## src/mra_map.vh

```
// constants for the mode register access block
`ifndef MRA_MAP_VH
`define MRA_MAP_VH

// ----------------------------------------
// avalon register byte offsets
// ----------------------------------------
`define REG_CTRL 4'h0
`define REG_STATUS 4'h4
`define REG_CONFIG 4'h8

// ----------------------------------------
// control register fields and reset values
// ----------------------------------------
`define CTRL_EN_BIT 0
`define CTRL_WDLY_LO 4
`define CTRL_WDLY_HI 5
`define CTRL_RSEL_LO 8
`define CTRL_RSEL_HI 10
`define CTRL_EN_RST 1'b1
`define WDLY_RST 2'h1
`define RSEL_RST 3'h2

// ----------------------------------------
// user command codes
// ----------------------------------------
`define CMD_MRW 4'h8
`define CMD_MRR 4'h9

// ----------------------------------------
// command/address bus opcodes (ca[3:0])
// ----------------------------------------
`define CA_OP_MRW 4'h0
`define CA_OP_MRR 4'h8

// ----------------------------------------
// mode register numbers used at init
// ----------------------------------------
`define MR_BURST 8'h01
`define MR_LAT 8'h02
`define MR_DRIVE 8'h03
`define MR_TERM 8'h0b
`define INIT_LAST 2'h3

// ----------------------------------------
// initial mode register field values
// ----------------------------------------
`define INIT_BL 3'h3
`define INIT_WR 3'h4
`define RLWL_RL3 4'h1
`define RLWL_RL6 4'h4
`define RLWL_RL8 4'h6
`define INIT_DS 4'h2
`define INIT_ODT 2'h0

// ----------------------------------------
// timing in memory clock cycles, link clock period in ns
// ----------------------------------------
`define T_MRW 5'd10
`define T_MRR 5'd4
`define LINK_PERIOD_NS 800

`endif

```

## src/mode_reg_access.v

```verilog
// mode register write/read path of a low power ddr3 controller
//
// Contract
// - any of 256 mode registers reachable by an 8-bit register number.
// - register number and opcode travel only on the command/address bus.
// - low 8 address bits, lsb at bit 0, select mode register N.
// - after user MRW, internal latency and burst settings follow the new value.
// - init programs mode registers with build-time values, kept until MRW.
// - MR1 BL 3'b011, WR 3'b100; MR2 latency 4'b0100, other bits zero.
// - MR3 drive strength 4'b0010; MR11 termination 2'b00, power-down bit zero.
// - each MRR gives read-valid for exactly two system clocks.
// - first read-valid cycle carries register contents on read_data[7:0].
// - write request to data delay selectable 1, 2 or 3, default 1.
// - refresh burst count one of 1..8192 set, default 32.
// - read latency 3, 6 or 8, default 6; write latency follows.
// - memory data width 16 or 32, default 32.
//
// Added by the designer: the register addresses and register access over Avalon-MM.
`timescale 1ns/1ps
`include "mra_map.vh"
module mode_reg_access #(
    parameter DATA_WIDTH = 32,
    parameter ADDR_WIDTH = 28,
    parameter READ_LATENCY = 6,
    parameter WR_DATA_DELAY = 1,
    parameter REF_BURST_SEL = 2
) (
    // clock and reset
    input wire mclk_in,
    input wire sys_rst_in,
    // user command port
    input wire cmd_valid_in,
    input wire [3:0] cmd_in,
    input wire [ADDR_WIDTH-1:0] addr_in,
    output reg cmd_rdy_out,
    output reg init_done_out,
    // user read data
    output reg read_data_valid_out,
    output reg [4*DATA_WIDTH-1:0] read_data_out,
    // configuration seen by the rest of the controller
    output reg [1:0] write_request_to_data_delay_out,
    output reg [13:0] refresh_burst_count_out,
    output reg [3:0] read_latency_out,
    output reg [3:0] write_latency_out,
    output reg [2:0] burst_length_code_out,
    // memory side
    input wire mem_clk_in,
    input wire [DATA_WIDTH-1:0] mem_dq_in,
    output reg [9:0] memory_cmd_addr_bus_out,
    output reg mem_cs_n_out,
    // avalon-mm register slave
    input wire [3:0] avs_address_in,
    input wire avs_read_in,
    input wire avs_write_in,
    input wire [31:0] avs_writedata_in,
    output reg [31:0] avs_readdata_out,
    output reg avs_waitrequest_out
);

// ----------------------------------------
// states and build-time constants
// ----------------------------------------
localparam [5:0] S_INIT = 6'h01;
localparam [5:0] S_IDLE = 6'h02;
localparam [5:0] S_HI = 6'h04;
localparam [5:0] S_LO = 6'h08;
localparam [5:0] S_WAIT = 6'h10;
localparam [5:0] S_RESP = 6'h20;

localparam [3:0] INIT_RLWL = (READ_LATENCY == 3) ? `RLWL_RL3 :
    (READ_LATENCY == 8) ? `RLWL_RL8 : `RLWL_RL6;
localparam [1:0] WDLY_INIT = (WR_DATA_DELAY == 2) ? 2'h2 :
    (WR_DATA_DELAY == 3) ? 2'h3 : `WDLY_RST;
localparam [2:0] RSEL_INIT = REF_BURST_SEL[2:0];

// ----------------------------------------
// declarations
// ----------------------------------------
reg [5:0] state_r;
reg [1:0] init_idx_r;
reg is_mrr_r;
reg from_init_r;
reg [7:0] ma_r;
reg [7:0] op_r;
reg [4:0] cnt_r;
reg [7:0] rbyte_r;
reg link_d_r;
reg [2:0] bl_r;
reg [2:0] wr_r;
reg [3:0] rlwl_r;
reg nwre_r;
reg wlsel_r;
reg wlev_r;
reg [3:0] ds_r;
reg [1:0] odt_r;
reg pd_r;
reg cmd_en_r;
reg [1:0] wdly_r;
reg [2:0] rsel_r;
wire link_s;
wire [7:0] dq_s;
wire link_rise;
wire link_fall;
wire [3:0] rl_now;
wire [4:0] wait_tgt;
wire accept;
wire bus_req;
wire cmd_mr;

// ----------------------------------------
// link clock and memory data crossing
// ----------------------------------------
sync2 #(.WIDTH(9)) u_sync (
    .mclk_in(mclk_in),
    .sys_rst_in(sys_rst_in),
    .async_in({mem_clk_in, mem_dq_in[7:0]}),
    .sync_out({link_s, dq_s})
);

always @(posedge mclk_in) begin
    if (sys_rst_in) begin
        link_d_r <= 1'b0;
    end else begin
        link_d_r <= link_s;
    end
end

assign link_rise = link_s & ~link_d_r;
assign link_fall = ~link_s & link_d_r;

// ----------------------------------------
// helpers
// ----------------------------------------
function [7:0] init_ma;
    input [1:0] idx;
    begin
        case (idx)
            2'h0: init_ma = `MR_BURST;
            2'h1: init_ma = `MR_LAT;
            2'h2: init_ma = `MR_DRIVE;
            default: init_ma = `MR_TERM;
        endcase
    end
endfunction

function [7:0] init_op;
    input [1:0] idx;
    begin
        case (idx)
            2'h0: init_op = {`INIT_WR, 2'h0, `INIT_BL};
            2'h1: init_op = {4'h0, INIT_RLWL};
            2'h2: init_op = {4'h0, `INIT_DS};
            default: init_op = {5'h00, 1'b0, `INIT_ODT};
        endcase
    end
endfunction

function [13:0] burst_count;
    input [2:0] sel;
    begin
        case (sel)
            3'h0: burst_count = 14'h0001;
            3'h1: burst_count = 14'h0008;
            3'h2: burst_count = 14'h0020;
            3'h3: burst_count = 14'h0200;
            3'h4: burst_count = 14'h0400;
            3'h5: burst_count = 14'h0800;
            3'h6: burst_count = 14'h1000;
            default: burst_count = 14'h2000;
        endcase
    end
endfunction

// unknown latency codes fall back to rl 6
assign rl_now = (rlwl_r == `RLWL_RL3) ? 4'h3 :
    (rlwl_r == `RLWL_RL8) ? 4'h8 : 4'h6;
assign wait_tgt = is_mrr_r ? ({1'b0, rl_now} + `T_MRR) : `T_MRW;
assign cmd_mr = (cmd_in == `CMD_MRW) || (cmd_in == `CMD_MRR);
assign accept = cmd_valid_in && cmd_rdy_out && cmd_mr;

// ----------------------------------------
// command sequencer
// ----------------------------------------
always @(posedge mclk_in) begin
    if (sys_rst_in) begin
        state_r <= S_INIT;
        init_idx_r <= 2'h0;
        init_done_out <= 1'b0;
        is_mrr_r <= 1'b0;
        from_init_r <= 1'b0;
        ma_r <= 8'h00;
        op_r <= 8'h00;
        cnt_r <= 5'h00;
        rbyte_r <= 8'h00;
        cmd_rdy_out <= 1'b0;
        read_data_valid_out <= 1'b0;
        read_data_out <= {4*DATA_WIDTH{1'b0}};
        memory_cmd_addr_bus_out <= 10'h000;
        mem_cs_n_out <= 1'b1;
        bl_r <= 3'h0;
        wr_r <= 3'h0;
        rlwl_r <= INIT_RLWL;
        nwre_r <= 1'b0;
        wlsel_r <= 1'b0;
        wlev_r <= 1'b0;
        ds_r <= 4'h0;
        odt_r <= 2'h0;
        pd_r <= 1'b0;
    end else begin
        case (state_r)
            S_INIT: begin
                // init rides the same issue path as user writes
                ma_r <= init_ma(init_idx_r);
                op_r <= init_op(init_idx_r);
                is_mrr_r <= 1'b0;
                from_init_r <= 1'b1;
                state_r <= S_HI;
            end
            S_IDLE: begin
                if (accept) begin
                    cmd_rdy_out <= 1'b0;
                    ma_r <= addr_in[7:0];
                    op_r <= (cmd_in == `CMD_MRW) ? addr_in[15:8] : 8'h00;
                    is_mrr_r <= (cmd_in == `CMD_MRR);
                    from_init_r <= 1'b0;
                    state_r <= S_HI;
                end else begin
                    cmd_rdy_out <= cmd_en_r;
                end
            end
            S_HI: begin
                if (link_rise) begin
                    // first half: opcode and ma[5:0], no data lines touched
                    memory_cmd_addr_bus_out <= {ma_r[5:0],
                        is_mrr_r ? `CA_OP_MRR : `CA_OP_MRW};
                    mem_cs_n_out <= 1'b0;
                    state_r <= S_LO;
                end
            end
            S_LO: begin
                if (link_fall) begin
                    memory_cmd_addr_bus_out <= {op_r, ma_r[7:6]};
                    cnt_r <= 5'h00;
                    state_r <= S_WAIT;
                end
            end
            S_WAIT: begin
                if (link_rise) begin
                    cnt_r <= cnt_r + 5'h01;
                    if (cnt_r == 5'h00) begin
                        mem_cs_n_out <= 1'b1;
                        memory_cmd_addr_bus_out <= 10'h000;
                    end
                    // only the first beat of the burst of eight matters
                    if (is_mrr_r && (cnt_r == {1'b0, rl_now})) begin
                        rbyte_r <= dq_s;
                    end
                    if (cnt_r == wait_tgt - 5'h01) begin
                        if (is_mrr_r) begin
                            read_data_valid_out <= 1'b1;
                            read_data_out <= {{4*DATA_WIDTH-8{1'b0}}, rbyte_r};
                            state_r <= S_RESP;
                        end else begin
                            // shadow fields follow what the memory now holds
                            case (ma_r)
                                `MR_BURST: begin
                                    bl_r <= op_r[2:0];
                                    wr_r <= op_r[7:5];
                                end
                                `MR_LAT: begin
                                    rlwl_r <= op_r[3:0];
                                    nwre_r <= op_r[4];
                                    wlsel_r <= op_r[6];
                                    wlev_r <= op_r[7];
                                end
                                `MR_DRIVE: ds_r <= op_r[3:0];
                                `MR_TERM: begin
                                    odt_r <= op_r[1:0];
                                    pd_r <= op_r[2];
                                end
                                default: ds_r <= ds_r;
                            endcase
                            if (from_init_r && (init_idx_r != `INIT_LAST)) begin
                                init_idx_r <= init_idx_r + 2'h1;
                                state_r <= S_INIT;
                            end else begin
                                init_done_out <= 1'b1;
                                state_r <= S_IDLE;
                            end
                        end
                    end
                end
            end
            S_RESP: begin
                // second valid cycle carries no register data; 1f marks it
                read_data_out <= {4*DATA_WIDTH{1'b0}};
                read_data_valid_out <= (cnt_r != 5'h1f);
                cnt_r <= 5'h1f;
                if (cnt_r == 5'h1f) begin
                    state_r <= S_IDLE;
                end
            end
            default: state_r <= S_IDLE;
        endcase
    end
end

// ----------------------------------------
// configuration outputs
// ----------------------------------------
always @(posedge mclk_in) begin
    if (sys_rst_in) begin
        read_latency_out <= 4'h6;
        write_latency_out <= 4'h3;
        burst_length_code_out <= 3'h0;
        write_request_to_data_delay_out <= WDLY_INIT;
        refresh_burst_count_out <= burst_count(RSEL_INIT);
    end else begin
        read_latency_out <= rl_now;
        write_latency_out <= (rlwl_r == `RLWL_RL3) ? 4'h1 :
            (rlwl_r == `RLWL_RL8) ? 4'h4 : 4'h3;
        burst_length_code_out <= bl_r;
        write_request_to_data_delay_out <= wdly_r;
        refresh_burst_count_out <= burst_count(rsel_r);
    end
end

// ----------------------------------------
// avalon-mm slave, one wait state per access
// ----------------------------------------
assign bus_req = avs_read_in || avs_write_in;

always @(posedge mclk_in) begin
    if (sys_rst_in) begin
        avs_waitrequest_out <= 1'b1;
        avs_readdata_out <= 32'h00000000;
        cmd_en_r <= `CTRL_EN_RST;
        wdly_r <= WDLY_INIT;
        rsel_r <= RSEL_INIT;
    end else begin
        if (bus_req && avs_waitrequest_out) begin
            avs_waitrequest_out <= 1'b0;
            case (avs_address_in)
                `REG_CTRL: avs_readdata_out <= {21'h000000, rsel_r, 2'h0, wdly_r,
                    3'h0, cmd_en_r};
                `REG_STATUS: avs_readdata_out <= {20'h00000, write_latency_out,
                    read_latency_out, 2'h0, (state_r != S_IDLE), init_done_out};
                `REG_CONFIG: avs_readdata_out <= {12'h000, pd_r, odt_r, ds_r, wlev_r,
                    wlsel_r, nwre_r, rlwl_r, wr_r, bl_r};
                default: avs_readdata_out <= 32'h00000000;
            endcase
        end else begin
            avs_waitrequest_out <= 1'b1;
        end
        if (avs_write_in && !avs_waitrequest_out && avs_address_in == `REG_CTRL) begin
            cmd_en_r <= avs_writedata_in[`CTRL_EN_BIT];
            // zero is not a legal delay, it keeps the old value
            if (avs_writedata_in[`CTRL_WDLY_HI:`CTRL_WDLY_LO] != 2'h0) begin
                wdly_r <= avs_writedata_in[`CTRL_WDLY_HI:`CTRL_WDLY_LO];
            end
            rsel_r <= avs_writedata_in[`CTRL_RSEL_HI:`CTRL_RSEL_LO];
        end
    end
end

endmodule // mode_reg_access

```

## src/sync2.v

```verilog
// two flip-flop synchroniser for inputs from another clock domain
`timescale 1ns/1ps
module sync2 #(
    parameter WIDTH = 1
) (
    // clock and reset
    input wire mclk_in,
    input wire sys_rst_in,
    // asynchronous level in, synchronised level out
    input wire [WIDTH-1:0] async_in,
    output reg [WIDTH-1:0] sync_out
);

reg [WIDTH-1:0] meta_r;

always @(posedge mclk_in) begin
    if (sys_rst_in) begin
        meta_r <= {WIDTH{1'b0}};
        sync_out <= {WIDTH{1'b0}};
    end else begin
        meta_r <= async_in;
        sync_out <= meta_r;
    end
end

endmodule // sync2

```

## config.mk

```make
export PLATFORM = sky130hd
export DESIGN_NAME = mode_reg_access
export DESIGN_NICKNAME = d
export VERILOG_FILES = /design/src/mode_reg_access.v /design/src/sync2.v
export VERILOG_INCLUDE_DIRS = /design/src
export SDC_FILE = /design/constraint.sdc
export NUM_CORES = 1
export LEC_CHECK = 0
export BUFFER_PORTS_ARGS = -buffer_cell sky130_fd_sc_hd__buf_2
export CORE_ASPECT_RATIO = 2
export CORE_MARGIN = 4
export CORE_UTILIZATION = 42
export CTS_BUF_LIST = sky130_fd_sc_hd__clkbuf_4 sky130_fd_sc_hd__clkbuf_8
export CTS_CLUSTER_SIZE = 25
export DETAILED_ROUTE_END_ITERATION = 6
export PLACE_DENSITY = 0.74
export SLEW_MARGIN = 20
export SYNTH_ARGS = -nofsm -noshare
export SYNTH_HDL_FRONTEND = slang
export SYNTH_SLANG_ARGS = --single-unit
```

## constraint.sdc

```tcl
create_clock -name mclk_in -period 5.7 [get_ports mclk_in]
set_clock_uncertainty 0.2 [all_clocks]
set_input_delay 1.71 -clock mclk_in [delete_from_list [all_inputs] [get_ports mclk_in]]
set_output_delay 1.71 -clock mclk_in [all_outputs]
set_load 0.01 [all_outputs]
```

==> flow_metrics.env <==
export IMPL_cpMaxStageDelayCell="o41ai_1"
export IMPL_hold_path_endpoint="u_sync.sync_out[3]"
export IMPL_numCtsBuffers=17
export IMPL_drc=0
export IMPL_rsz0062_at_grt="false"
export IMPL_critical_path_required_ns=5.83
export IMPL_hold_depth=1
export IMPL_area_growth_pct=8.28
export IMPL_ctsResizeCount=0
export IMPL_vias_per_cell=4.96
export IMPL_grt_util_all_layers_pct=16.2
export IMPL_status="completed"
export IMPL_synth_avg_cell_area_um2=8.88
export IMPL_gr_usage_met2_pct=29.9
export IMPL_reg2reg_slack_ns=1.75
export IMPL_initial_utilization_pct=42.7
export IMPL_gp_congestion=0.898
export IMPL_detail_route_wl_per_cell_um=14.4
export IMPL_synth_cells=783
export IMPL_cp_cell_sequence="nand4bb_1 > inv_1 > nor2_1 > ha_1 > nor2b_1 > xnor2_1 > a2111o_1 > o41ai_1 > a21oi_1 > a22o_1"
export IMPL_cts_buffer_depth=2
export IMPL_insertion_delay_ns=0.44
export IMPL_r2r_end="read_data_out[6]"
export IMPL_nFillCells=1574
export IMPL_first_pass_iters=6
export IMPL_ys_async_sr_fraction_pct=0
export IMPL_grt_max_degree=102
export IMPL_synth_most_common_cell="dfxtp_1"
export IMPL_period_needed_ns=3.95
export IMPL_cts_hold_buf=0
export IMPL_synthTopCellsByArea="dfxtp_1 42%, buf_4 15%, nor2_1 4.2%, a22oi_1 3.2%, o21ai_0 2.9%"
export IMPL_critPathCaptureType="flop"
export IMPL_maxSlewHeadroom_pct=22.1
export IMPL_cellPowerDensity_nw_per_um2=277
export IMPL_ff2ff_path_depth=10
export IMPL_grt_pass1_wl_um=24300
export IMPL_antennaDiodeCount=0
export IMPL_synth_edf_count=0
export IMPL_fp_row_count=66
export IMPL_nNetsFinal=993
export IMPL_crit_path_start_kind="flop"
export IMPL_synth_top_area_share_pct=42.0
export IMPL_yosysWarnings=0
export IMPL_maxSlewViolCount=0
export IMPL_max_freq_ghz=0.253
export IMPL_worstPathArrival_ns=4.08
export IMPL_timing_rr_start="rlwl_r[3]"
export IMPL_holdCritStartpoint="u_sync.meta_r[3]"
export IMPL_crit_type="flop to flop"
export IMPL_cts_tree="built"
export IMPL_synthFlopType="dfxtp_1"
export IMPL_busiest_layer="met2"
export IMPL_irDropWorstVdd_mv=0.149
export IMPL_ys_seq_area_share_pct=42.0
export IMPL_die_h_um=190
export IMPL_root_buffer="clkbuf_8"
export IMPL_maxCapViolCount=0
export IMPL_gr_usage_met1_pct=15.7
export IMPL_htreeDepth=4
export IMPL_finalHoldViolations=0
export IMPL_cp_max_fo=8
export IMPL_clkTransAtPathRegs_ns=0.08
export IMPL_dp_cells=1060
export IMPL_grt_overflow=0
export IMPL_hpwl_um=11900
export IMPL_met3_usage_pct=3.56
export IMPL_coreArea_um2=16300
export IMPL_fin_area_um2=7530
export IMPL_ioPinCount=308
export IMPL_ys_ff_latch=146
export IMPL_setup_tns_ns=0
export IMPL_netlist_area_um2=6950
export IMPL_num_vias=5415
export IMPL_hold_path_class="flop to flop"
export IMPL_setup_viol=0
export IMPL_fin_crit_sh_pct=69.4
export IMPL_yosys_top_cells_count="146 x dfxtp_1, 140 x buf_4, 78 x nor2_1"
export IMPL_placed_area_um2=7100
export IMPL_first_iter_violations=227
export IMPL_power_leakage_nw=3.26
export IMPL_grt_pass1_vias=5099
export IMPL_portBuffers=106
export IMPL_drtAntennaViolNets=0
export IMPL_drive_gt1_share_pct=18.1
export IMPL_postCtsSetupBuffers=0
export IMPL_antenna_found_initial=0
export IMPL_synth_top_area_cell="dfxtp_1"
export IMPL_worst_pin_slew_ns=1.17
export IMPL_die_w_um=99.0
export IMPL_cts_sinks=146
export IMPL_yosysUniqueCellTypes=57
export IMPL_dieArea_um2=18800
export IMPL_cpPeakStageDelay_ns=0.74
export IMPL_wl_um=15700
export IMPL_fin_cells=1092
## where the power goes
group          internal (mW)  total, mW  leakage [nW]  switching (mW)
clock                  0.456      0.848         0.206           0.392
sequential              1.04       1.06          1.18          0.0218
combinational         0.0492      0.172          1.87           0.122
## cells by family after synthesis
| kind of cell | synth area share [%] |
|---|---|
| compound gates | 14.2 |
| xor+xnor | 0.756 |
| fa+ha+maj | 2.16 |
| buf+inv | 17.8 |
| flops | 42.0 |
| mux | 2.81 |
| other cells | 0.0539 |
| simple gates | 20.2 |
## placed cells by master, fill, tap and decap left out, types with 4 or more instances in the layout
| cell | instances |
|---|---|
| a31oi_1 | 4 |
| nor4_1 | 4 |
| a21oi_1 | 39 |
| inv_1 | 12 |
| nor2b_1 | 30 |
| and3_1 | 5 |
| nor2_1 | 78 |
| nand4_1 | 7 |
| nand3_1 | 17 |
| nor3b_1 | 4 |
| a211oi_1 | 4 |
| and3b_1 | 4 |
| nand2_1 | 40 |
| a22oi_1 | 30 |
| o21ai_0 | 40 |
| nand2b_1 | 18 |
| a221oi_1 | 9 |
| buf_4 | 6 |
| nand3b_1 | 6 |
| buf_2 | 105 |
| xnor2_1 | 5 |
| a22o_1 | 10 |
| clkbuf_8 | 18 |
| nor3_1 | 20 |
| dfxtp_1 | 146 |
| ha_1 | 12 |
| mux2i_1 | 18 |
| conb_1 | 139 |
## layer usage
layer | vias up | share of wire [%] | routed length [µm]
met1 | 2461 | 34 | 5300
met5 | - | 0 | 0
met2 | 281 | 53 | 8270
met4 | 0 | 5.8 | 908
met3 | 57 | 8.0 | 1260
li1 | 2616 | - | -
## registers in the layout (all words and copies together) (netlist names), 4 cells and up
signal / flops
op_r: 8
read_data_out: 8
u_sync.sync_out: 9
memory_cmd_addr_bus_out: 10
rlwl_r: 4
u_sync.meta_r: 9
state_r: 6
read_latency_out: 4
rbyte_r: 8
avs_readdata_out: 20
refresh_burst_count_out: 8
ma_r: 8
ds_r: 4
cnt_r: 5
## stage by stage
| stage | total power [mW] | utilization (%) | setup slack (ns) | hold WS, ns |
|---|---|---|---|---|
| 3_3_place_gp | 1.25 | 43.7 | 1.76 | 0.220 |
| 6_report | 2.08 | 46.3 | 1.75 | 0.242 |
| 3_5_place_dp | 1.26 | 43.7 | 1.72 | 0.226 |
| 2_1_floorplan | 1.28 | - | 2.22 | 0.214 |
| 5_1_grt | 2.17 | 46.3 | 1.47 | 0.257 |
| 4_1_cts | 2.10 | 46.3 | 1.78 | 0.245 |
## worst max path at each step
stage	depth (start not counted)	slack (ns)	end	startpoint
4_1_cts	10	1.78	read_data_out[2]	rlwl_r[3]
3_3_place_gp	8	1.76	op_r[4]	cmd_in[1]
2_1_floorplan	11	2.22	init_idx_r[0]	rlwl_r[3]
5_1_grt	10	1.47	read_data_out[5]	rlwl_r[3]
3_5_place_dp	8	1.72	op_r[3]	cmd_in[1]
6_report	10	1.75	read_data_out[6]	rlwl_r[3]
## cell type report
cell class	instances	area (µm²)	area share (%)
flip-flops and latches	146	2920	38.8
clock buffers	20	263	3.49
inverters	12	45.0	0.598
repair buffers	111	571	7.58
well taps	204	255	3.39
multi-input cells	587	3320	44.0
clock inverters	12	158	2.09
## worst max-delay path: cells and delay by family, from the launching register on
kind,cells,cell delay (ns)
compound gates,4,1.88
simple gates,3,0.75
flops,1,0.45
fa+ha+maj,1,0.31
buf+inv,1,0.16
xor+xnor,1,0.08
No activity file was read; power rests on OpenSTA's default activity.
